==> src/lts_pkg.sv <==
// package: register map, configuration layout and carrier types for the logic tile
//
// How it works
// RQ1: Two edge-triggered storage elements share one tile clock pin and one capture-allow pin and drive their outputs out.
// RQ2: Either element can be switched into a level latch while still using the shared clock and capture-allow pins.
// RQ3: Each element has its own clock inversion bit so it triggers on the rising or the falling pin edge.
// RQ4: Capture-allow is active high and an element whose capture-allow is marked unconnected sees it always asserted.
// RQ5: Capture-allow has no per-element inversion; only its active-high sense reaches the elements.
// RQ6: Reset and the chip-wide preset pulse force each element to its chosen initial value, reset being the default; reset here loads 0, not init_set.
// RQ7: The preset/clear pin reads low when unconnected and when high forces the chosen initial value.
// RQ8: In flip-flop mode with preset/clear low and capture-allow high data is taken on the active edge, else held.
// RQ9: In latch mode with preset/clear low and capture-allow high the output follows data while clock is 0 and holds at 1.
// RQ10: Each generator pair has dedicated carry logic feeding the adjacent tile apart from general routing.
// RQ11: The two generators form a 2-bit adder with an internal carry that chains through tiles to any width.
// RQ12: The carry logic uses the generator operands and its carries return to form the sum bits.
// RQ13: The bidirectional variant carries up or down and passes the carry right at the column ends.
// RQ14: The high-capacity variant carries upward only, a downward carry going over general routing.
// RQ15: In the upward-only variant the carry leaves at the top only and the carry-in from above is absent.
// RQ16: In the upward-only variant a zero selection lets the fourth G input drive the carry output directly.
// RQ17: Mode, clock polarity, initial value and carry selections are static once configuration is locked.

package lts_pkg;

  // ****************************************
  // register map (byte addresses)
  // ****************************************
  localparam logic [3:0] LTS_ADDR_CFG    = 4'h0;
  localparam logic [3:0] LTS_ADDR_LOCK   = 4'h4;
  localparam logic [3:0] LTS_ADDR_STATUS = 4'h8;
  localparam int         LTS_ADDR_W      = 4;
  localparam int         LTS_DATA_W      = 32;

  // ****************************************
  // configuration field layout
  // ****************************************
  localparam int LTS_CFG_W        = 13;
  localparam int LTS_LOCK_BIT     = 0;
  localparam int LTS_NUM_ELEM     = 2;
  localparam int LTS_SYNC_STAGES  = 2;

  // configuration word, bit 0 at the bottom of the struct
  typedef struct packed {
    logic       g4_init;       // bit 12: fourth G input drives carry
    logic       column_edge;   // bit 11: no tile beyond, carry goes right
    logic       carry_down;    // bit 10: bidirectional chain runs down
    logic       up_only;       // bit 9: high-capacity upward-only variant
    logic       sr_used;       // bit 8: preset/clear pin connected
    logic [1:0] en_used;       // bits 7:6: capture-allow connected
    logic [1:0] init_set;      // bits 5:4: initial value is set
    logic [1:0] clk_inv;       // bits 3:2: clock inverted per element
    logic [1:0] latch_mode;    // bits 1:0: element is a latch
  } lts_cfg_t;

  localparam lts_cfg_t LTS_CFG_RESET = '0;

  // carry path pins toward neighbouring tiles
  typedef struct packed {
    logic up;
    logic down;
    logic right;
    logic general;
  } lts_carry_t;

  // status register layout
  localparam int LTS_ST_Q_LSB     = 0;
  localparam int LTS_ST_SUM_LSB   = 2;
  localparam int LTS_ST_CARRY_LSB = 4;
  localparam int LTS_ST_LOCK_BIT  = 8;

endpackage : lts_pkg

==> src/lts_tile.sv <==
// logic tile: storage pair, carry path and configuration registers on wishbone
//
// The register offsets and the Wishbone slave port were chosen for this implementation.
`timescale 1ns/10ps
`default_nettype none

module lts_tile (
  // clock and reset
  input  wire logic                          clk_i,
  input  wire logic                          rst_i,
  // wishbone classic slave
  input  wire logic                          wb_cyc_i,
  input  wire logic                          wb_stb_i,
  input  wire logic                          wb_we_i,
  input  wire logic [lts_pkg::LTS_ADDR_W-1:0] wb_adr_i,
  input  wire logic [3:0]                    wb_sel_i,
  input  wire logic [lts_pkg::LTS_DATA_W-1:0] wb_dat_i,
  output logic [lts_pkg::LTS_DATA_W-1:0]     wb_dat_o,
  output logic                               wb_ack_o,
  // storage pins from the fabric
  input  wire logic                          tile_clock_pin_i,
  input  wire logic                          capture_allow_pin_i,
  input  wire logic                          preset_clear_pin_i,
  input  wire logic                          chip_wide_preset_pulse_i,
  input  wire logic [1:0]                    store_data_i,
  // storage outputs to the interconnect
  output logic [1:0]                         store_q_o,
  // carry operands and neighbours
  input  wire logic [1:0]                    op_a_i,
  input  wire logic [1:0]                    op_b_i,
  input  wire logic                          g_generator_fourth_input_i,
  input  wire logic                          carry_in_from_below_i,
  input  wire logic                          carry_in_from_above_i,
  // carry results
  output logic [1:0]                         sum_o,
  output logic                               carry_output_up_o,
  output logic                               carry_output_down_o,
  output logic                               carry_output_right_o,
  output logic                               carry_general_o
);
  import lts_pkg::*;

  // ****************************************
  // declarations
  // ****************************************

  // index of each pin in the synchroniser bundle
  localparam int PIN_CLK  = 0;
  localparam int PIN_EN   = 1;
  localparam int PIN_SR   = 2;
  localparam int PIN_GSR  = 3;
  localparam int PIN_D0   = 4;
  localparam int PIN_D1   = 5;
  localparam int PIN_W    = 6;

  // configuration and lock state
  lts_cfg_t                 cfg_reg;
  lts_cfg_t                 cfg_next;
  logic                     lock_reg;
  logic                     lock_next;

  // bus state
  logic                     ack_reg;
  logic [LTS_DATA_W-1:0]    rdata_reg;
  logic [LTS_DATA_W-1:0]    rdata_next;

  // pin synchronisers and edge history
  logic [PIN_W-1:0]         pin_raw;
  logic [PIN_W-1:0]         sync1_reg;
  logic [PIN_W-1:0]         sync2_reg;
  logic                     clk_prev_reg;

  // conditioned controls
  logic                     en_pin;
  logic                     sr_pin;
  logic                     gsr_pin;
  logic [1:0]               data_pin;
  logic [1:0]               elem_en;
  logic [1:0]               elem_clk_level;
  logic [1:0]               elem_clk_edge;
  logic                     clear_active;
  logic [1:0]               q_w;

  // carry results
  lts_carry_t               carry_w;
  logic [1:0]               sum_w;

  // bus decode
  logic                     bus_req;
  logic                     bus_take;
  logic                     wr_fire;
  logic                     hit_cfg;
  logic                     hit_lock;
  logic                     hit_status;
  logic [LTS_DATA_W-1:0]    status_word;
  logic [LTS_DATA_W-1:0]    cfg_merged;

  // ****************************************
  // functions
  // ****************************************

  // byte-lane merge of write data into a register word
  function automatic logic [LTS_DATA_W-1:0] lts_merge(
    input logic [LTS_DATA_W-1:0] old_w,
    input logic [LTS_DATA_W-1:0] new_w,
    input logic [3:0]            sel
  );
    logic [LTS_DATA_W-1:0] res;
    res = old_w;
    for (int i = 0; i < 4; i++) begin
      if (sel[i]) begin
        res[i*8 +: 8] = new_w[i*8 +: 8];
      end
    end
    return res;
  endfunction : lts_merge

  // address match on the aligned word
  function automatic logic lts_hit(
    input logic [LTS_ADDR_W-1:0] adr,
    input logic [LTS_ADDR_W-1:0] target
  );
    return adr[LTS_ADDR_W-1:2] == target[LTS_ADDR_W-1:2];
  endfunction : lts_hit

  // ****************************************
  // wishbone slave
  // ****************************************

  // request decode; one wait state, the write lands on the ack edge
  assign bus_req    = wb_cyc_i & wb_stb_i;
  assign bus_take   = bus_req & ~ack_reg;
  assign wr_fire    = bus_req & ack_reg & wb_we_i;
  assign hit_cfg    = lts_hit(wb_adr_i, LTS_ADDR_CFG);
  assign hit_lock   = lts_hit(wb_adr_i, LTS_ADDR_LOCK);
  assign hit_status = lts_hit(wb_adr_i, LTS_ADDR_STATUS);

  // live tile state seen by software
  assign status_word = {{(LTS_DATA_W - LTS_ST_LOCK_BIT - 1){1'b0}},
                        lock_reg,
                        3'h0,
                        carry_w.general,
                        sum_w,
                        q_w};

  // read mux, unmapped words read as zero
  assign rdata_next = hit_cfg    ? {{(LTS_DATA_W - LTS_CFG_W){1'b0}}, cfg_reg} :
                      hit_lock   ? {{(LTS_DATA_W - 1){1'b0}}, lock_reg} :
                      hit_status ? status_word :
                      {LTS_DATA_W{1'b0}};

  // configuration may change only until the lock is set
  assign cfg_merged = lts_merge({{(LTS_DATA_W - LTS_CFG_W){1'b0}}, cfg_reg},
                                wb_dat_i, wb_sel_i);
  assign cfg_next  = (wr_fire && hit_cfg && !lock_reg) ?                // [RQ17]
                     lts_cfg_t'(cfg_merged[LTS_CFG_W-1:0]) :
                     cfg_reg;
  // lock is sticky until reset
  assign lock_next = lock_reg |                                         // [RQ17]
                     (wr_fire && hit_lock && wb_sel_i[0] && wb_dat_i[LTS_LOCK_BIT]);

  // bus registers
  always_ff @(posedge clk_i) begin
    if (rst_i) begin
      ack_reg   <= 1'b0;
      rdata_reg <= '0;
    end else begin
      ack_reg   <= bus_take;
      rdata_reg <= bus_take ? rdata_next : rdata_reg;
    end
  end

  // configuration registers
  always_ff @(posedge clk_i) begin
    if (rst_i) begin
      cfg_reg  <= LTS_CFG_RESET;
      lock_reg <= 1'b0;
    end else begin
      cfg_reg  <= cfg_next;
      lock_reg <= lock_next;
    end
  end

  assign wb_ack_o = ack_reg;
  assign wb_dat_o = rdata_reg;

  // ****************************************
  // pin synchronisers
  // ****************************************

  // bundle of fabric pins, all passed through two flops together
  assign pin_raw = {store_data_i[1],
                    store_data_i[0],
                    chip_wide_preset_pulse_i,
                    preset_clear_pin_i,
                    capture_allow_pin_i,
                    tile_clock_pin_i};

  // two-stage synchroniser, first stage read only by the second
  always_ff @(posedge clk_i) begin
    if (rst_i) begin
      sync1_reg <= '0;
      sync2_reg <= '0;
    end else begin
      sync1_reg <= pin_raw;
      sync2_reg <= sync1_reg;
    end
  end

  // previous clock level for edge detection
  always_ff @(posedge clk_i) begin
    if (rst_i) begin
      clk_prev_reg <= 1'b0;
    end else begin
      clk_prev_reg <= sync2_reg[PIN_CLK];
    end
  end

  // ****************************************
  // control conditioning
  // ****************************************

  // synchronised pin levels
  assign en_pin    = sync2_reg[PIN_EN];   // active high, never inverted [RQ5]
  assign sr_pin    = sync2_reg[PIN_SR];
  assign gsr_pin   = sync2_reg[PIN_GSR];
  assign data_pin  = {sync2_reg[PIN_D1], sync2_reg[PIN_D0]};

  // an unconnected preset/clear pin reads low
  assign clear_active = cfg_reg.sr_used & sr_pin;                       // [RQ7]

  // per-element clock polarity and enable
  genvar e;
  generate
    for (e = 0; e < LTS_NUM_ELEM; e++) begin : g_elem_ctl
      // inversion absorbed in the tile; rising edge of the inverted level
      assign elem_clk_level[e] = sync2_reg[PIN_CLK] ^ cfg_reg.clk_inv[e];  // [RQ3]
      assign elem_clk_edge[e]  = elem_clk_level[e] &                       // [RQ3]
                                 ~(clk_prev_reg ^ cfg_reg.clk_inv[e]);
      // unconnected capture-allow counts as asserted
      assign elem_en[e]        = ~cfg_reg.en_used[e] | en_pin;            // [RQ4] [RQ5]
    end
  endgenerate

  // ****************************************
  // storage pair
  // ****************************************

  // both elements share clock and capture-allow
  generate
    for (e = 0; e < LTS_NUM_ELEM; e++) begin : g_store
      lts_store u_store (
        .clk_i        (clk_i),
        .rst_i        (rst_i),                        // power-up value [RQ6]
        .latch_mode_i (cfg_reg.latch_mode[e]),        // [RQ2]
        .init_set_i   (cfg_reg.init_set[e]),          // [RQ6]
        .preset_i     (gsr_pin),                      // [RQ6]
        .clear_i      (clear_active),                 // [RQ7]
        .enable_i     (elem_en[e]),                   // [RQ1] [RQ8]
        .clk_level_i  (elem_clk_level[e]),            // [RQ9]
        .clk_edge_i   (elem_clk_edge[e]),             // [RQ8]
        .data_i       (data_pin[e]),                  // [RQ1]
        .q_o          (q_w[e])
      );
    end
  endgenerate

  assign store_q_o = q_w;

  // ****************************************
  // carry path
  // ****************************************

  // dedicated chain between neighbouring tiles
  lts_carry u_carry (
    .cfg_i                 (cfg_reg),
    .op_a_i                (op_a_i),
    .op_b_i                (op_b_i),
    .g_fourth_i            (g_generator_fourth_input_i),
    .carry_in_from_below_i (carry_in_from_below_i),
    .carry_in_from_above_i (carry_in_from_above_i),
    .sum_o                 (sum_w),
    .carry_output_o        (carry_w)
  );

  // gated carry outputs: the value rides only on the enabled direction
  assign sum_o                = sum_w;                                   // [RQ12]
  assign carry_output_up_o    = carry_w.up & carry_w.general;            // [RQ10] [RQ15]
  assign carry_output_down_o  = carry_w.down & carry_w.general;          // [RQ13] [RQ15]
  assign carry_output_right_o = carry_w.right & carry_w.general;         // [RQ13]
  // general-routing copy for a downward carry on the upward-only variant
  assign carry_general_o      = carry_w.general;                         // [RQ14]

endmodule : lts_tile

`default_nettype wire

==> src/lts_store.sv <==
// storage element: flip-flop or level latch with preset and enable
`timescale 1ns/10ps
`default_nettype none

module lts_store (
  // clock and reset
  input  wire logic clk_i,
  input  wire logic rst_i,
  // configuration
  input  wire logic latch_mode_i,
  input  wire logic init_set_i,
  // conditioned controls
  input  wire logic preset_i,
  input  wire logic clear_i,
  input  wire logic enable_i,
  input  wire logic clk_level_i,
  input  wire logic clk_edge_i,
  input  wire logic data_i,
  // stored value
  output logic      q_o
);
  import lts_pkg::*;

  logic q_reg;
  logic q_next;
  logic force_init;
  logic take_data;

  // forcing beats clock, enable and data
  assign force_init = preset_i | clear_i;                                   // [RQ6] [RQ7]
  // latch opens while the clock is low, flip-flop on the active edge
  assign take_data  = enable_i & (latch_mode_i ? ~clk_level_i : clk_edge_i); // [RQ8] [RQ9]

  // next-value selection
  assign q_next = force_init ? init_set_i : (take_data ? data_i : q_reg);

  // state register, reset loads the default clear value
  always_ff @(posedge clk_i) begin
    if (rst_i) begin
      q_reg <= 1'b0;
    end else begin
      q_reg <= q_next;
    end
  end

  assign q_o = q_reg;

endmodule : lts_store

`default_nettype wire

==> src/lts_carry.sv <==
// dedicated 2-bit carry and sum path of the two function generators
`timescale 1ns/10ps
`default_nettype none

module lts_carry (
  // configuration
  input  wire lts_pkg::lts_cfg_t   cfg_i,
  // operands shared with the generators
  input  wire logic [1:0]          op_a_i,
  input  wire logic [1:0]          op_b_i,
  input  wire logic                g_fourth_i,
  // carry in from neighbours
  input  wire logic                carry_in_from_below_i,
  input  wire logic                carry_in_from_above_i,
  // results
  output logic [1:0]               sum_o,
  output lts_pkg::lts_carry_t      carry_output_o
);
  import lts_pkg::*;

  logic       cin;
  logic       c1;
  logic       c2;
  logic       chain_out;
  logic       to_right;

  // upward-only has no carry from above; zero select loads the fourth G input
  assign cin = cfg_i.g4_init ? g_fourth_i :                                   // [RQ16]
               (!cfg_i.up_only && cfg_i.carry_down) ? carry_in_from_above_i : // [RQ13] [RQ15]
               carry_in_from_below_i;

  // internal carry between the two generators
  assign c1 = (op_a_i[0] & op_b_i[0]) | (cin & (op_a_i[0] ^ op_b_i[0]));   // [RQ11] [RQ12]
  assign c2 = (op_a_i[1] & op_b_i[1]) | (c1 & (op_a_i[1] ^ op_b_i[1]));    // [RQ11] [RQ12]

  // carries recombine with operands to form the sums
  assign sum_o[0] = op_a_i[0] ^ op_b_i[0] ^ cin;                              // [RQ12]
  assign sum_o[1] = op_a_i[1] ^ op_b_i[1] ^ c1;                               // [RQ12]

  // zero select passes the fourth G input straight to the carry output
  assign chain_out = cfg_i.g4_init ? g_fourth_i : c2;                         // [RQ16]
  // column end on the bidirectional variant turns the chain right
  assign to_right  = !cfg_i.up_only && cfg_i.column_edge;                     // [RQ13]

  // dedicated outputs toward the adjacent tiles
  assign carry_output_o.up      = !to_right && (cfg_i.up_only || !cfg_i.carry_down); // [RQ10] [RQ15]
  assign carry_output_o.down    = !to_right && !cfg_i.up_only && cfg_i.carry_down;   // [RQ13] [RQ14]
  assign carry_output_o.right   = to_right;                                          // [RQ13]
  assign carry_output_o.general = chain_out;                                         // [RQ14]

endmodule : lts_carry

`default_nettype wire

==> config.mk <==
export PLATFORM = sky130hd
export DESIGN_NAME = lts_tile
export DESIGN_NICKNAME = d
export VERILOG_FILES = /design/src/lts_pkg.sv /design/src/lts_tile.sv /design/src/lts_store.sv /design/src/lts_carry.sv
export SDC_FILE = /design/constraint.sdc
export NUM_CORES = 1
export LEC_CHECK = 0
export ABC_AREA = 1
export BUFFER_PORTS_ARGS = -buffer_cell sky130_fd_sc_hd__clkbuf_2
export CORE_MARGIN = 2
export CORE_UTILIZATION = 46
export DETAILED_ROUTE_END_ITERATION = 10
export PLACE_DENSITY = 0.75
export RECOVER_POWER = 50
export REMOVE_ABC_BUFFERS = 1
export SLEW_MARGIN = 0
export SYNTH_ARGS = -nofsm -noshare
export SYNTH_HDL_FRONTEND = slang
export SYNTH_HIERARCHICAL = 1
export SYNTH_SLANG_ARGS = --single-unit
==> constraint.sdc <==
create_clock -name clk_i -period 1.99 [get_ports clk_i]
set_clock_uncertainty 0.05 [all_clocks]
set_input_delay 0.199 -clock clk_i [delete_from_list [all_inputs] [get_ports clk_i]]
set_output_delay 0.199 -clock clk_i [all_outputs]
set_load 0.05 [all_outputs]
==> metrics.md <==
| Metric | Value |
|---|---|
| Status | `finished with violations` |
| Failing checks | `negative setup slack` |
| Slew HR | `57.2%` |
| Crit path cell chain | `inv_2, nand2_2, nand2_1, nand3_1, nand2_1, fa_1, inv_1, fa_2, inv_2, buf_12` |
| Drt wl/cell | `10.6 µm` |
| Place WS | `-0.165 ns` |
| CP Launch Type | `flop` |
| Post-synth top area share | `40.8%` |
| Router iterations before antenna repair | `4` |
| GR Util met3 | `3.66%` |
| Core Area | `4380 µm²` |
| Final worst slack | `-0.315 ns` |
| Worst slew pin tran | `0.642 ns` |
| Unique masters post-synth | `20` |
| Gr ovfl total | `0` |
| Syn_area_per_cell | `6.87 µm²` |
| Initial antenna violation count | `0` |
| Clk_lat worst skew | `0.30 ns` |
| Area of placed instances | `roughly 2400 µm²` |
| # DRC | `0` |
| Yosys reg bits | `43` |
| Area Overhead vs Synth | `22.8%` |
| Worst min path class | `in2reg` |
| Hold_buf cts | `0` |
| Total Nets Final | `434` |
| Crit path time final | `2.30 ns` |
| Worst hold margin | `~0.033 ns` |
| Initial Util | `48.1%` |
| Vias in the first global route | `1746` |
| Root buf cell | `clkbuf_8` |
| Synthesis Warnings | `6` |
| Register area share after synthesis | `40.8%` |
| Fin area | `2590 µm²` |
| DR vias | `just under 2000` |
| Synth area leader | `dfxtp_1` |
| Max Cap Viol | `0` |
| Num CTS Buffers | `5` |
| Slew Viols, Final | `0` |
| Ranking of synthesized cells by area | `dfxtp_1, nand2_1, inv_1` |
| Via density | `4.56` |
| Layout cells sized above 1 | `22.4%` |
| Clock H-tree levels | `2` |
| VDD IR max | `0.456 mV` |
| Final-report hold violation count | `0` |
| Initial DRC count | `100` |
| Die Width | `71.7 µm` |
| Gpl congestion | `0.819` |
| IO buf count | `56` |
| Crit path from | `cfg_reg[9]` |
| Largest net degree at the start of global routing | `17` |
| Most frequent cells in the layout | `nand2_1, inv_1, nor2_1` |
| CP Data Arrival Time | `2.06 ns` |
| Final setup violation count | `6` |
| Final HPWL DP | `3400 µm` |
| Mapped Cells | `307` |
| Met2 GRT Util | `33.0%` |
| Met1 Track Usage GR | `between 20% and 30%` |
| Sink Count | `43` |
| Crit end category | `primary output` |
| Hold_sp | `store_data_i[1]` |
| Most Crowded Layer GR | `met2` |
| N_diodes | `0` |
| WP data required | `approximately 1.7 ns` |
| Slowest stage cell, crit path | `fa_2` |
| Leak pwr | `1.28 nW` |
| First-pass GRT wire length | `7440 µm` |
| Fmax | `~0.43 GHz` |
| GRT Util Overall | `18.5%` |
| Max Buffers Root-to-Sink | `2` |
| Max Fanout on Critical Path | `3` |
| Clock transition at the registers of the reported paths | `0.08 ns` |
| # rows | `24` |
| Reg-to-reg startpoint | `cfg_reg[9]` |
| Drt total wl | `4530 µm` |
| RSZ-0062 raised after global routing | `true` |
| Power per Cell Area | `760 nW/µm²` |
| Most common cell after layout, fill and taps aside | `nand2_1` |
| Worst path max stage delay | `0.44 ns` |
| Die Height | `71.7 µm` |
| Die area | `5140 µm²` |
| Worst Setup Path Type | `reg2out` |
| Fin crit share | `116%` |
| Fillcell total | `429` |
| Placed Cells | `417` |
| Non-filler cells, final | `427` |
| CTS tree | `done` |
| Final ANT Viol Nets | `0` |
| Mapped cell area | `2110 µm²` |
| I/O pin cnt | `99` |
==> final timing paths <==
check	end	slack, ns	cells after the start
worst max-delay path	sum_o[1]	-0.31	10
worst min-delay path	sync1_reg[5]	0.03	3
worst min register to register	sync2_reg[4]	0.35	2
worst max register to register	wb_dat_o[4]	-0.10	15
==> per-layer routing <==
layer  up-vias  part of all wire [%]
met4         0                   1.2
li1       1034                     -
met1       856                    43
met2        54                    50
met5         -                     0
met3         5                   6.0
==> layout make-up <==
cell class,count,area [µm²],share of cell area [%]
clock buffer,6,82.6,3.19
multi-input combinational,199,926,35.7
sequential,43,863,33.3
tap,52,65.1,2.51
clock inverter,2,35.0,1.35
timing repair buffer,69,409,15.8
inverter,56,210,8.11
==> cells by family after synthesis <==
| kind of cell | Yosys count | share of synthesized area [%] |
|---|---|---|
| and+or+nand+nor | 150 | 31.4 |
| buffers and inverters | 83 | 18.7 |
| DFF | 43 | 40.8 |
| AOI/OAI and AO/OA | 28 | 7.00 |
| adders and majority gates | 2 | 1.90 |
| other | 1 | 0.178 |
==> critical path: cells and delay by family, from the launching register on <==
| family | cells | cell delay, ns |
|---|---|---|
| fa+ha+maj | 2 | 0.79 |
| flops | 1 | 0.34 |
| buf+inv | 4 | 0.36 |
| simple gates | 4 | 0.26 |
==> stage by stage <==
step | setup TNS (ns) | util (%) | power, mW
after floorplan | -5.20 | - | 1.16
after CTS | -1.45 | 59.2 | 1.98
final | -1.58 | 59.1 | 1.97
after global routing | -2.14 | 59.1 | 2.04
after global placement | -0.251 | 55.6 | 1.27
after detailed placement | -0.576 | 55.6 | 1.28
==> cells in the mapped netlist <==
cell type,number
a31oi_1,6
or2_2,2
o21ai_0,19
nand2_2,4
nand2_1,64
fa_1,2
inv_2,3
conb_1,1
buf_4,21
buf_2,3
clkbuf_1,3
clkinv_1,1
inv_1,52
a21oi_1,3
dfxtp_1,43
nand3_1,18
nand4_1,9
nor2_1,45
nor2_4,4
nor2_2,4
==> timing repair <==
| action | CTS | global route |
|---|---|---|
| pin swaps | 3 | 2 |
| endpoints found under the setup margin | 8 | 8 |
| buffers inserted | 1 | 1 |
| resized for setup | 13 | 8 |
==> power by group <==
part / total, mW / internal (mW) / switching [mW]
combinational: 0.373 / 0.106 / 0.267
clock: 0.699 / 0.406 / 0.293
sequential: 0.896 / 0.884 / 0.0121
(Power assumes the default switching activity.)
